File: src/hdl/sync_proc_pkg.sv
// constants shared by the monitor sync processor control block
// assumes a 40 MHz system clock and a 32-bit classic wishbone slave port
package sync_proc_pkg;

    // =====================================================================
    // clock and bus
    // =====================================================================
    localparam longint CLK_HZ = 40_000_000;
    localparam int ADR_W = 10;
    localparam int DAT_W = 32;

    // register indexes; byte address is four times the index
    localparam logic [7:0] IDX_CTRL2 = 8'hef;
    localparam logic [7:0] IDX_READBACK = 8'hf0;
    localparam logic [7:0] IDX_MODE = 8'hf1;
    localparam logic [7:0] IDX_IRQ_STAT = 8'hf2;
    localparam logic [7:0] IDX_IRQ_MASK = 8'hf3;

    // =====================================================================
    // sync_ctrl_2 fields
    // =====================================================================
    localparam int CTRL2_UNMIXED = 7;
    localparam int CTRL2_UNUSED = 6;
    localparam int CTRL2_CLKSEL = 5;
    localparam int CTRL2_PSEUDO_OFF = 4;
    localparam int CTRL2_OUT_OFF = 3;
    localparam int CTRL2_SOG = 2;
    localparam int CTRL2_LATCH_CHG = 1;
    localparam int CTRL2_LEVEL = 0;
    localparam logic [7:0] CTRL2_RESET = 8'h00;

    // sync_pin_readback fields
    localparam int RB_VOUT = 3;
    localparam int RB_HOUT = 2;
    localparam int RB_VIN = 1;
    localparam int RB_HIN = 0;

    // mode register: vertical_output_select and counter view
    localparam int MODE_VOS = 0;
    localparam int MODE_CNT_LSB = 8;
    localparam logic MODE_VOS_RESET = 1'b0;

    // interrupt status and mask layout
    localparam int IRQ_W = 3;
    localparam int IRQ_LATCH = 0;
    localparam int IRQ_SOG = 1;
    localparam int IRQ_VRISE = 2;
    localparam logic [IRQ_W-1:0] IRQ_RESET = 3'h0;

    // =====================================================================
    // counters and timing
    // =====================================================================
    localparam logic [1:0] DIV_BY3_LAST = 2'h2;
    localparam logic [1:0] DIV_BY2_LAST = 2'h1;
    localparam logic [4:0] CNT_FULL = 5'h1f;
    localparam logic [4:0] CNT_ZERO = 5'h00;
    localparam longint MAX_HPULSE_PS = 7_850_000;
    localparam longint REF_SAMPLE_HZ = 4_000_000;
    localparam longint MAX_HPULSE_SAMPLES = MAX_HPULSE_PS * REF_SAMPLE_HZ / 64'd1_000_000_000_000;
    localparam int SOG_EDGES = 64;
    localparam logic [5:0] SOG_CNT_LAST = 6'(SOG_EDGES - 1);

    localparam longint PSEUDO_H_PERIOD_NS = 31_750;
    localparam longint PSEUDO_H_WIDTH_NS = 3_800;
    localparam logic [10:0] PSEUDO_H_PERIOD_CYC = 11'(PSEUDO_H_PERIOD_NS * CLK_HZ / 1_000_000_000);
    localparam logic [10:0] PSEUDO_H_WIDTH_CYC =
        11'((PSEUDO_H_WIDTH_NS * CLK_HZ + 999_999_999) / 1_000_000_000);
    localparam logic [9:0] PSEUDO_V_LINES = 10'h20d;
    localparam logic [9:0] PSEUDO_V_WIDTH_LINES = 10'h002;

endpackage

File: src/hdl/monitor_sync_processor_control.sv
// control and status logic of the monitor sync processor
// assumes async sync pins, one 40 MHz clock and a classic wishbone master
//
// Decided for this implementation: register access over Wishbone.
`timescale 1ns/10ps
module monitor_sync_processor_control
    import sync_proc_pkg::*;
(
    input wire logic clk_sys,
    input wire logic rst_n,
    input wire logic cyc_i,
    input wire logic stb_i,
    input wire logic we_i,
    input wire logic [ADR_W-1:0] adr_i,
    input wire logic [3:0] sel_i,
    input wire logic [DAT_W-1:0] dat_i,
    output logic [DAT_W-1:0] dat_o,
    output logic ack_o,
    input wire logic hsyncIn,
    input wire logic vsyncIn,
    input wire logic csyncIn,
    output logic hsyncOut,
    output logic vsyncOut,
    output logic levelSel3v3,
    output logic irq
);

    // =====================================================================
    // pin synchronizers
    // =====================================================================
    logic [2:0] pinMeta;
    logic [2:0] pinSync;
    logic hsyncS;
    logic vsyncS;
    logic csyncS;
    logic csyncD;

    always_ff @(posedge clk_sys or negedge rst_n) begin
        if (!rst_n) begin
            pinMeta <= 3'h0;
            pinSync <= 3'h0;
        end else begin
            pinMeta <= {csyncIn, vsyncIn, hsyncIn};
            pinSync <= pinMeta;
        end
    end

    assign hsyncS = pinSync[0];
    assign vsyncS = pinSync[1];
    assign csyncS = pinSync[2];

    always_ff @(posedge clk_sys or negedge rst_n) begin
        if (!rst_n) begin
            csyncD <= 1'b0;
        end else begin
            csyncD <= csyncS;
        end
    end

    // =====================================================================
    // bus decode
    // =====================================================================
    logic [7:0] ctrl2;
    logic vertical_output_select;
    logic [IRQ_W-1:0] irqStat;
    logic [IRQ_W-1:0] irqMask;
    logic [7:0] regIdx;
    logic busReq;
    logic wrCommit;
    logic wrLane0;

    assign regIdx = adr_i[ADR_W-1:2];
    assign busReq = cyc_i && stb_i;
    // write lands on the edge where the master samples ack
    assign wrCommit = busReq && we_i && ack_o;
    assign wrLane0 = wrCommit && sel_i[0];

    // =====================================================================
    // sample clock divider
    // =====================================================================
    logic [1:0] divCnt;
    logic tick;
    logic [1:0] divLast;

    assign divLast = ctrl2[CTRL2_CLKSEL] ? DIV_BY2_LAST : DIV_BY3_LAST;

    always_ff @(posedge clk_sys or negedge rst_n) begin
        if (!rst_n) begin
            divCnt <= 2'h0;
            tick <= 1'b0;
        end else if (divCnt >= divLast) begin
            divCnt <= 2'h0;
            tick <= 1'b1;
        end else begin
            divCnt <= divCnt + 2'h1;
            tick <= 1'b0;
        end
    end

    // =====================================================================
    // up/down counter and separated sync latch
    // =====================================================================
    // 31 samples at 40 MHz / 3 or 40 MHz / 2 is the widest pulse the counter can span
    logic [4:0] udCnt;
    logic sepVsync;
    logic latchChange;

    always_ff @(posedge clk_sys or negedge rst_n) begin
        if (!rst_n) begin
            udCnt <= CNT_ZERO;
        end else if (tick) begin
            if (csyncS && udCnt != CNT_FULL) begin
                udCnt <= udCnt + 5'h01;
            end else if (!csyncS && udCnt != CNT_ZERO) begin
                udCnt <= udCnt - 5'h01;
            end
        end
    end

    always_ff @(posedge clk_sys or negedge rst_n) begin
        if (!rst_n) begin
            sepVsync <= 1'b0;
        end else if (udCnt == CNT_FULL) begin
            sepVsync <= 1'b1;
        end else if (udCnt == CNT_ZERO) begin
            sepVsync <= 1'b0;
        end
    end

    logic sepVsyncD;
    always_ff @(posedge clk_sys or negedge rst_n) begin
        if (!rst_n) begin
            sepVsyncD <= 1'b0;
        end else begin
            sepVsyncD <= sepVsync;
        end
    end
    assign latchChange = sepVsync != sepVsyncD;

    // =====================================================================
    // mixed / unmixed horizontal period
    // =====================================================================
    logic unmixed;
    always_ff @(posedge clk_sys or negedge rst_n) begin
        if (!rst_n) begin
            unmixed <= 1'b0;
        end else if (!vertical_output_select || sepVsync) begin
            unmixed <= 1'b0;
        end else if (csyncD && !csyncS) begin
            unmixed <= 1'b1;
        end
    end

    // =====================================================================
    // sync-on-green edge counter
    // =====================================================================
    logic [5:0] sogCnt;
    logic sogEdge;
    logic sogFound;
    logic sogClear;

    assign sogEdge = csyncS != csyncD;
    assign sogClear = wrLane0 && regIdx == IDX_CTRL2 && !dat_i[CTRL2_SOG];

    always_ff @(posedge clk_sys or negedge rst_n) begin
        if (!rst_n) begin
            sogCnt <= 6'h00;
        end else if (sogClear) begin
            sogCnt <= 6'h00;
        end else if (sogEdge && !sogFound) begin
            sogCnt <= sogCnt + 6'h01;
        end
    end
    // the sixty-fourth edge decides presence
    assign sogFound = ctrl2[CTRL2_SOG];

    // =====================================================================
    // sync_ctrl_2
    // =====================================================================
    logic sogSet;
    assign sogSet = sogEdge && !sogFound && sogCnt == SOG_CNT_LAST;

    always_ff @(posedge clk_sys or negedge rst_n) begin
        if (!rst_n) begin
            ctrl2 <= CTRL2_RESET;
        end else begin
            if (wrLane0 && regIdx == IDX_CTRL2) begin
                ctrl2[CTRL2_CLKSEL] <= dat_i[CTRL2_CLKSEL];
                ctrl2[CTRL2_PSEUDO_OFF] <= dat_i[CTRL2_PSEUDO_OFF];
                ctrl2[CTRL2_OUT_OFF] <= dat_i[CTRL2_OUT_OFF];
                ctrl2[CTRL2_LEVEL] <= dat_i[CTRL2_LEVEL];
                if (!dat_i[CTRL2_SOG]) begin
                    ctrl2[CTRL2_SOG] <= 1'b0;
                end
                if (!dat_i[CTRL2_LATCH_CHG]) begin
                    ctrl2[CTRL2_LATCH_CHG] <= 1'b0;
                end
            end
            // hardware sets win over a clearing write
            if (sogSet) begin
                ctrl2[CTRL2_SOG] <= 1'b1;
            end
            if (latchChange) begin
                ctrl2[CTRL2_LATCH_CHG] <= 1'b1;
            end
            ctrl2[CTRL2_UNMIXED] <= unmixed;
            ctrl2[CTRL2_UNUSED] <= 1'b0;
        end
    end

    always_ff @(posedge clk_sys or negedge rst_n) begin
        if (!rst_n) begin
            vertical_output_select <= MODE_VOS_RESET;
        end else if (wrLane0 && regIdx == IDX_MODE) begin
            vertical_output_select <= dat_i[MODE_VOS];
        end
    end

    // =====================================================================
    // pseudo sync generator
    // =====================================================================
    // free running so a monitor with no input still gets a valid raster
    logic [10:0] pHCnt;
    logic [9:0] pLine;
    logic pseudoH;
    logic pseudoV;

    always_ff @(posedge clk_sys or negedge rst_n) begin
        if (!rst_n) begin
            pHCnt <= 11'h000;
            pLine <= 10'h000;
        end else if (pHCnt == PSEUDO_H_PERIOD_CYC - 11'h001) begin
            pHCnt <= 11'h000;
            pLine <= (pLine == PSEUDO_V_LINES - 10'h001) ? 10'h000 : pLine + 10'h001;
        end else begin
            pHCnt <= pHCnt + 11'h001;
        end
    end
    assign pseudoH = pHCnt < PSEUDO_H_WIDTH_CYC;
    assign pseudoV = pLine < PSEUDO_V_WIDTH_LINES;

    // =====================================================================
    // sync outputs and level select
    // =====================================================================
    logic next_hsyncOut;
    logic next_vsyncOut;

    always_comb begin
        if (ctrl2[CTRL2_OUT_OFF]) begin
            next_hsyncOut = 1'b0;
            next_vsyncOut = 1'b0;
        end else if (!ctrl2[CTRL2_PSEUDO_OFF]) begin
            next_hsyncOut = pseudoH;
            next_vsyncOut = pseudoV;
        end else begin
            next_hsyncOut = vertical_output_select ? csyncS : hsyncS;
            next_vsyncOut = vertical_output_select ? sepVsync : vsyncS;
        end
    end

    always_ff @(posedge clk_sys or negedge rst_n) begin
        if (!rst_n) begin
            hsyncOut <= 1'b0;
            vsyncOut <= 1'b0;
            levelSel3v3 <= 1'b0;
        end else begin
            hsyncOut <= next_hsyncOut;
            vsyncOut <= next_vsyncOut;
            levelSel3v3 <= ctrl2[CTRL2_LEVEL];
        end
    end

    // =====================================================================
    // interrupts
    // =====================================================================
    logic [IRQ_W-1:0] irqEvent;
    assign irqEvent = {sepVsync && !sepVsyncD, sogSet, latchChange};

    always_ff @(posedge clk_sys or negedge rst_n) begin
        if (!rst_n) begin
            irqStat <= IRQ_RESET;
            irqMask <= IRQ_RESET;
            irq <= 1'b0;
        end else begin
            if (wrLane0 && regIdx == IDX_IRQ_MASK) begin
                irqMask <= dat_i[IRQ_W-1:0];
            end
            if (wrLane0 && regIdx == IDX_IRQ_STAT) begin
                irqStat <= (irqStat & ~dat_i[IRQ_W-1:0]) | irqEvent;
            end else begin
                irqStat <= irqStat | irqEvent;
            end
            irq <= |(irqStat & irqMask);
        end
    end

    // =====================================================================
    // read path and acknowledge
    // =====================================================================
    logic [DAT_W-1:0] next_datO;

    always_comb begin
        next_datO = '0;
        unique case (regIdx)
            IDX_CTRL2: next_datO[7:0] = ctrl2;
            IDX_READBACK: begin
                next_datO[RB_VOUT] = vsyncOut;
                next_datO[RB_HOUT] = hsyncOut;
                next_datO[RB_VIN] = vsyncS;
                next_datO[RB_HIN] = hsyncS;
            end
            IDX_MODE: begin
                next_datO[MODE_VOS] = vertical_output_select;
                next_datO[MODE_CNT_LSB +: 5] = udCnt;
            end
            IDX_IRQ_STAT: next_datO[IRQ_W-1:0] = irqStat;
            IDX_IRQ_MASK: next_datO[IRQ_W-1:0] = irqMask;
            default: next_datO = '0;
        endcase
    end

    always_ff @(posedge clk_sys or negedge rst_n) begin
        if (!rst_n) begin
            ack_o <= 1'b0;
            dat_o <= '0;
        end else begin
            ack_o <= busReq && !ack_o;
            if (busReq && !ack_o && !we_i) begin
                dat_o <= next_datO;
            end
        end
    end

    // =====================================================================
    // checks
    // =====================================================================
    property p_out_off;
        @(posedge clk_sys) disable iff (!rst_n)
        ctrl2[CTRL2_OUT_OFF] |=> !hsyncOut && !vsyncOut;
    endproperty
    a_out_off: assert property (p_out_off) else $error("sync outputs not forced low");

    property p_count_up;
        @(posedge clk_sys) disable iff (!rst_n)
        tick && csyncS && udCnt != CNT_FULL |=> udCnt == $past(udCnt) + 5'h01;
    endproperty
    a_count_up: assert property (p_count_up) else $error("counter failed to count up");

    property p_count_down_sat;
        @(posedge clk_sys) disable iff (!rst_n)
        tick && !csyncS && udCnt == CNT_ZERO |=> udCnt == CNT_ZERO;
    endproperty
    a_count_down_sat: assert property (p_count_down_sat) else $error("counter underflowed");

    property p_sep_high;
        @(posedge clk_sys) disable iff (!rst_n)
        udCnt == CNT_FULL ##1 ctrl2[CTRL2_PSEUDO_OFF] && !ctrl2[CTRL2_OUT_OFF] && vertical_output_select
            |=> vsyncOut;
    endproperty
    a_sep_high: assert property (p_sep_high) else $error("separated sync not high");

    property p_latch_flag;
        @(posedge clk_sys) disable iff (!rst_n)
        $changed(sepVsync) |=> ctrl2[CTRL2_LATCH_CHG];
    endproperty
    a_latch_flag: assert property (p_latch_flag) else $error("latch change not flagged");

    property p_div3;
        @(posedge clk_sys) disable iff (!rst_n)
        tick && !ctrl2[CTRL2_CLKSEL] ##1 !ctrl2[CTRL2_CLKSEL] |-> !tick ##1 !tick;
    endproperty
    a_div3: assert property (p_div3) else $error("divide by three spacing wrong");

    property p_sog_clear;
        @(posedge clk_sys) disable iff (!rst_n)
        sogClear |=> sogCnt == 6'h00;
    endproperty
    a_sog_clear: assert property (p_sog_clear) else $error("sog counter not cleared");

    property p_sog_64;
        @(posedge clk_sys) disable iff (!rst_n)
        sogEdge && !sogFound && sogCnt == SOG_CNT_LAST |=> sogFound;
    endproperty
    a_sog_64: assert property (p_sog_64) else $error("sog not found on 64th edge");

    property p_bit6_zero;
        @(posedge clk_sys) disable iff (!rst_n)
        ack_o && !we_i && regIdx == IDX_CTRL2 |-> !dat_o[CTRL2_UNUSED];
    endproperty
    a_bit6_zero: assert property (p_bit6_zero) else $error("unused bit reads one");

    property p_level;
        @(posedge clk_sys) disable iff (!rst_n)
        wrLane0 && regIdx == IDX_CTRL2 |=> ##1 levelSel3v3 == $past(dat_i[CTRL2_LEVEL], 2);
    endproperty
    a_level: assert property (p_level) else $error("level select mismatch");

    property p_unmixed_off;
        @(posedge clk_sys) disable iff (!rst_n)
        !vertical_output_select ##1 !vertical_output_select |=> !ctrl2[CTRL2_UNMIXED];
    endproperty
    a_unmixed_off: assert property (p_unmixed_off) else $error("unmixed set without vos");

    property p_pseudo;
        @(posedge clk_sys) disable iff (!rst_n)
        !ctrl2[CTRL2_PSEUDO_OFF] && !ctrl2[CTRL2_OUT_OFF] |=> hsyncOut == $past(pseudoH);
    endproperty
    a_pseudo: assert property (p_pseudo) else $error("pseudo hsync not driven");

    property p_readback;
        @(posedge clk_sys) disable iff (!rst_n)
        busReq && !ack_o && !we_i && regIdx == IDX_READBACK
            |=> dat_o[RB_HOUT] == $past(hsyncOut) && dat_o[RB_VIN] == $past(vsyncS);
    endproperty
    a_readback: assert property (p_readback) else $error("readback wrong");

endmodule

File: config.mk
export PLATFORM = sky130hd
export DESIGN_NAME = monitor_sync_processor_control
export DESIGN_NICKNAME = d
export VERILOG_FILES = /design/src/hdl/sync_proc_pkg.sv /design/src/hdl/monitor_sync_processor_control.sv
export SDC_FILE = /design/constraint.sdc
export NUM_CORES = 1
export LEC_CHECK = 0
export BUFFER_PORTS_ARGS = -buffer_cell sky130_fd_sc_hd__buf_2
export CAP_MARGIN = 20
export CORE_ASPECT_RATIO = 1.4
export CORE_MARGIN = 4
export CORE_UTILIZATION = 25
export DETAILED_ROUTE_END_ITERATION = 10
export GPL_TIMING_DRIVEN = 0
export PLACE_DENSITY = 0.55
export SKIP_CTS_REPAIR_TIMING = 1
export SYNTH_ARGS = -nofsm -noshare
export SYNTH_HDL_FRONTEND = slang
export SYNTH_SLANG_ARGS = --single-unit
File: constraint.sdc
create_clock -name clk_sys -period 2.34 [get_ports clk_sys]
set_input_delay 0.234 -clock clk_sys [delete_from_list [all_inputs] [get_ports clk_sys]]
set_output_delay 0.234 -clock clk_sys [all_outputs]
set_load 0.01 [all_outputs]
* Word-level counts from Yosys, hierarchy flattened
Index checks and enable logic that the tools add are counted.
** Storage, ports and cells
- Bits in latches :: 0
- Input bits :: 54
- Memory bits (read-only) :: 0
- Bits in registers :: 77
- Memory bits (writable) :: 0
- Memories kept :: 0
** Operators by class
- Add/subtract/negate cells :: 6
- Bitwise logic cells :: 5
- Reduce and logical (&&, ||, !) cells :: 37
- Div/mod/pow operators :: 0
- Magnitude comparators :: 3
- Equality and inequality tests :: 14
- Mux-type cells :: 30
- Multipliers :: 0
- Shift operators :: 0
** Operators with widths (count)
- $eq 8x8->1 const B :: 5
- $logic_and 1x1->1 :: 17
- $mux 1 :: 15
- $mux 5 :: 3
- $mux 6 :: 2
- $reduce_bool 2->1 :: 6
- $add 11x1->11 const B :: 1
- $eq 11x11->1 const B :: 1
- $lt 11x8->1 const B :: 1
- $mux 11 :: 1
- $add 10x1->10 const B :: 1
- $eq 10x10->1 const B :: 1
- $lt 10x2->1 const B :: 1
- $mux 10 :: 1
- $pmux 2 s4 :: 1
- $logic_not 1->1 :: 7
- $add 6x1->6 const B :: 1
- $and 3x3->3 :: 2
- $eq 6x6->1 const B :: 1
- $mux 3 :: 2
- $or 3x3->3 :: 2
- $reduce_and 2->1 :: 3
- $add 5x1->5 const B :: 1
- $eq 5x5->1 const B :: 1
- other kinds (15) :: 18

* Logic depth before layout (Yosys ltp)
- Depth after elaboration :: 7
- Depth in mapped cells :: 7

* Worst setup path after synthesis
No wires, ideal clock.
- Path kind :: reg-to-reg
- Start point :: register udCnt[1]
- End point :: register udCnt[4]
- Path buffers :: 0
- Cell stages (with the launch flop) :: 8
- Slack :: -0.019 ns
- Arrival time :: 2.280 ns
- Data required time :: 2.261 ns
- Period minus slack after synthesis :: 2.359 ns
- Cells stage by stage :: dfrtp_1 -> nand4_1 -> o21ai_0 -> ha_1 -> and3_1 -> or3b_2 -> o22ai_1 -> xor2_1
** Between the ends
- Cells in the longest elaborated chain, start to end :: 4
** Ends and longest elaborated chain
- from (decl) :: RTL line monitor_sync_processor_control.sv:104 : logic [4:0] udCnt;
- from (signal assigned) :: RTL line monitor_sync_processor_control.sv:113 : udCnt <= udCnt + 5'h01;
- from (signal assigned) :: RTL line monitor_sync_processor_control.sv:115 : udCnt <= udCnt - 5'h01;
- parallel branches: the longest is 4 deep, another holds $sub 5x1->5
Several ways; the timed one is not identified. The select of a mux whose other input is x is not followed.
A chain may end at the register's enable or synchronous reset.

* Worst setup path after layout
- Start point :: register udCnt[2]
- End point :: register udCnt[4]
Same word-level chain as after synthesis.

==> impl_metrics.sql <==
INSERT INTO impl_metrics (metric_group, metric, value, unit) VALUES
('outcome', 'run_status', 'complete, no violations', ''),
('sta', 'rsz_0062_raised_after_global_routing', 'true', ''),
('grt', 'global_route_wire_length_before_repair', '13050', 'microns'),
('yosys', 'synth_seq_area_share', '51.63', '%'),
('finish', 'layout-drive-gt1-share', '24.76', '%'),
('yosys', 'synth_edf_count', '0', ''),
('yosys', 'post_synth_xor_area_fraction', '4.042', '%'),
('power_and_ir_drop', 'seqPwrFrac', '45.2', '%'),
('power_and_ir_drop', 'power_report.internal_total', '2530', 'uW'),
('cts', 'clk_path_buf_depth', '2', ''),
('yosys', 'synth_largest_type_area_fraction', '51.63', '%'),
('finish', 'area.growth.synth_to_final', '22.79', '%'),
('grt', 'globalRoute.totalOverflow', '0', ''),
('cts', 'cts-buffers-inserted', '9', ''),
('power_and_ir_drop', 'power_leakage', '0.002099', 'uW'),
('yosys', 'ys_top_cells_by_area', 'sky130_fd_sc_hd__dfrtp_1 (52%), sky130_fd_sc_hd__ha_1 (4.4%), sky130_fd_sc_hd__buf_4 (4.1%), sky130_fd_sc_hd__mux2_2 (3.7%), sky130_fd_sc_hd__o21ai_0 (2.9%)', ''),
('worst_setup_path', 'timing.critical_path.slowest_stage_cell', 'sky130_fd_sc_hd__or3b_2', ''),
('route', 'wirelength', '7650', 'microns'),
('floorplanning', 'rows', '52', ''),
('power_and_ir_drop', 'power.switching', '861.5', 'uW'),
('placement', 'numPortBuffers', '37', ''),
('yosys', 'synthesis.area_per_instance', '10.90', 'sq um'),
('placement', 'dp_hpwl', '5805', 'microns'),
('yosys', 'synth_area', '3684', 'sq um'),
('route', 'ant_nets', '0', ''),
('cts', 'cts.sinks', '76', ''),
('sta', 'fmax', '448.9', 'MHz'),
('yosys', 'ys_top_cells_by_count', 'sky130_fd_sc_hd__dfrtp_1 (76), sky130_fd_sc_hd__nand2_1 (23), sky130_fd_sc_hd__nor2_1 (22)', ''),
('yosys', 'cell_accounting_for_the_most_synthesized_area', 'sky130_fd_sc_hd__dfrtp_1', ''),
('finish', 'antenna-diode-count', '0', ''),
('worst_setup_path', 'worst_path_cell_chain', 'nand4_1 > o21ai_4 > ha_1 > and3_1 > or3b_2 > o22ai_1 > xor2_1', ''),
('worst_setup_path', 'worstPathRequired', '2.60', 'ns'),
('floorplanning', 'fp.dieW', '110.6', 'microns'),
('cts', 'clock_tree_from_tritoncts', 'yes', ''),
('route', 'drt-pass1-iter-count', '7', ''),
('placement', 'routabilityCongestion', '0.7749', ''),
('worst_hold_path', 'timing.hold.worst.class', 'input port to flip-flop', ''),
('power_and_ir_drop', 'peak_ir_drop_on_the_vdd_network', '0.0003248', 'V'),
('route', 'vias_per_cell', '4.359', ''),
('worst_setup_path', 'timing.critical_path.to', 'udCnt[4]$_DFFE_PN0P_', ''),
('worst_hold_path', 'hold_path_depth', '1', ''),
('yosys', 'postSynthRegisterBits', '76', ''),
('placement', 'place_worst_setup_slack', '-0.06682', 'ns'),
('floorplanning', 'design.portCount', '91', ''),
('floorplanning', 'initial_utilization', '25.50', '%'),
('yosys', 'synth-compound-area-share', '10.56', '%'),
('yosys', 'synth_top_family_by_area', 'simple AND/OR/NAND/NOR gates', ''),
('worst_setup_path', 'longest_individual_stage_delay_on_the_worst_path', '0.46', 'ns'),
('sta', 'slew_violations', '0', ''),
('sta', 'max_slew_margin', '43.84', '%'),
('sta', 'report.final.hold_viol_count', '0', ''),
('worst_setup_path', 'r2r-end', 'udCnt[4]$_DFFE_PN0P_', ''),
('cts', 'cts.clk_slew.worst_paths', '0.06', 'ns'),
('flow_run', 'maxCapViolations', '0', ''),
('worst_setup_path', 'crit_path_start', 'udCnt[2]$_DFFE_PN0P_', ''),
('yosys', 'area_fraction_in_and_or_nand_and_nor_cells_after_synthesis', '16.30', '%'),
('sta', 'period_needed', '2.227', 'ns'),
('power_and_ir_drop', 'netSwitchingFraction', '25.40', '%'),
('yosys', 'post_synth_inst_count', '338', ''),
('route', 'wl_per_cell', '12.73', 'microns'),
('worst_setup_path', 'timing.critical_path.fanout_max', '6', ''),
('cts', 'clock-root-buffer', 'sky130_fd_sc_hd__clkbuf_16', ''),
('sta', 'period_share', '95.19', '%'),
('sta', 'worst_clock_skew', '0.007530', 'ns'),
('route', 'detail_route.drc_violations', '0', ''),
('route', 'drt_first_iter_violations', '130', ''),
('worst_setup_path', 'worst-r2r-setup-slack', '0.11', 'ns'),
('floorplanning', 'core', '14440', 'sq um'),
('yosys', 'synth_most_common_cell', 'sky130_fd_sc_hd__dfrtp_1', ''),
('worst_setup_path', 'reg2reg_depth', '7', ''),
('grt', 'antenna_found_initial', '0', '');
[registers in the layout, indices dropped and copies added (netlist names)]
name,flops
dat_o,12
pHCnt,11
pLine,10
ctrl2,7
sogCnt,6
udCnt,5
irqMask,3
irqStat,3
pinMeta,3
pinSync,3
divCnt,2
ack_o,1
csyncD,1
hsyncOut,1
irq,1
levelSel3v3,1
sepVsync,1
sepVsyncD,1
tick,1
unmixed,1
vertical_output_select,1
vsyncOut,1
[metal layers]
metal  vias up  track usage, %  wire [microns]
met5         -               0               0
li1       1302               -               -
met2        64           16.83            3807
met3        11           2.980             463
met1      1243           10.99            3229
met4         0           4.005             149
[cell type report]
cell class	count	area, sq um
well taps	189	236.5
fillers	1512	9921
clock buffers	13	250.2
repair buffers	40	227.7
inverters	16	60.06
flip-flops and latches	76	1903
plain buffers	26	177.7
multi-input cells	239	1633
clock inverters	2	35.03
[placed cells by master, fill, tap and decap left out, types with 7 or more instances in the layout]
cell type / n
sky130_fd_sc_hd__dfrtp_1: 75
sky130_fd_sc_hd__buf_2: 39
sky130_fd_sc_hd__nand2_1: 23
sky130_fd_sc_hd__nor2_1: 22
sky130_fd_sc_hd__buf_4: 21
sky130_fd_sc_hd__o21ai_0: 20
sky130_fd_sc_hd__conb_1: 20
sky130_fd_sc_hd__inv_1: 16
sky130_fd_sc_hd__nand3_1: 15
sky130_fd_sc_hd__ha_1: 13
sky130_fd_sc_hd__mux2_2: 12
sky130_fd_sc_hd__xnor2_1: 9
sky130_fd_sc_hd__clkbuf_16: 9
sky130_fd_sc_hd__xor2_1: 8
sky130_fd_sc_hd__a21oi_1: 8
sky130_fd_sc_hd__nand4_1: 7
sky130_fd_sc_hd__a22o_1: 7
[critical path, delay by kind of cell, from the launching register on]
family                     cells  cell delay (ns)
AOI/OAI and AO/OA              2             0.42
xor gates and xnor gates       1             0.15
adders and majority gates      1             0.30
DFF                            1             0.42
and+or+nand+nor                3             0.85
[worst min-delay path by stage]
stage	slack (ns)	endpoint	from
global route	0.009	pinMeta[1]$_DFF_PN0_	vsyncIn
CTS	-0.11	ack_o$_DFF_PN0_	rst_n
finish	0.007	pinMeta[1]$_DFF_PN0_	vsyncIn
floorplan	-0.06	ack_o$_DFF_PN0_	rst_n
detailed placement	0.24	ack_o$_DFF_PN0_	rst_n
global placement	0.34	pinSync[2]$_DFF_PN0_	pinMeta[2]$_DFF_PN0_
[power groups by stage]
stage	clock, uW	sequential (uW)	combinational (uW)
after floorplan	0	1520	379
after global placement	0	1550	481
after detailed placement	0	1560	499
after CTS	1390	1530	503
after global routing	1440	1550	589
final	1350	1530	509
[per-stage QoR]
stage	utilization (%)	area [sq um]	hold slack, ns	instances	setup TNS [ns]
after global routing	31.31	4523	0.008607	601	-0.03477
after floorplan	-	3755	-0.06159	357	0
final	31.31	4523	0.006723	601	0
after global placement	28.92	4177	0.3368	583	-0.02544
after detailed placement	29.07	4199	0.2398	584	-0.06682
after CTS	31.05	4484	-0.1140	599	-0.09458
[logic make-up after synthesis]
kind of cell	count (synthesis)
compound gates	59
xor+xnor	17
fa+ha+maj	14
buf+inv	42
flops	76
mux	19
other cells	1
simple gates	110
Note: power is estimated with default switching activity, not from simulation.
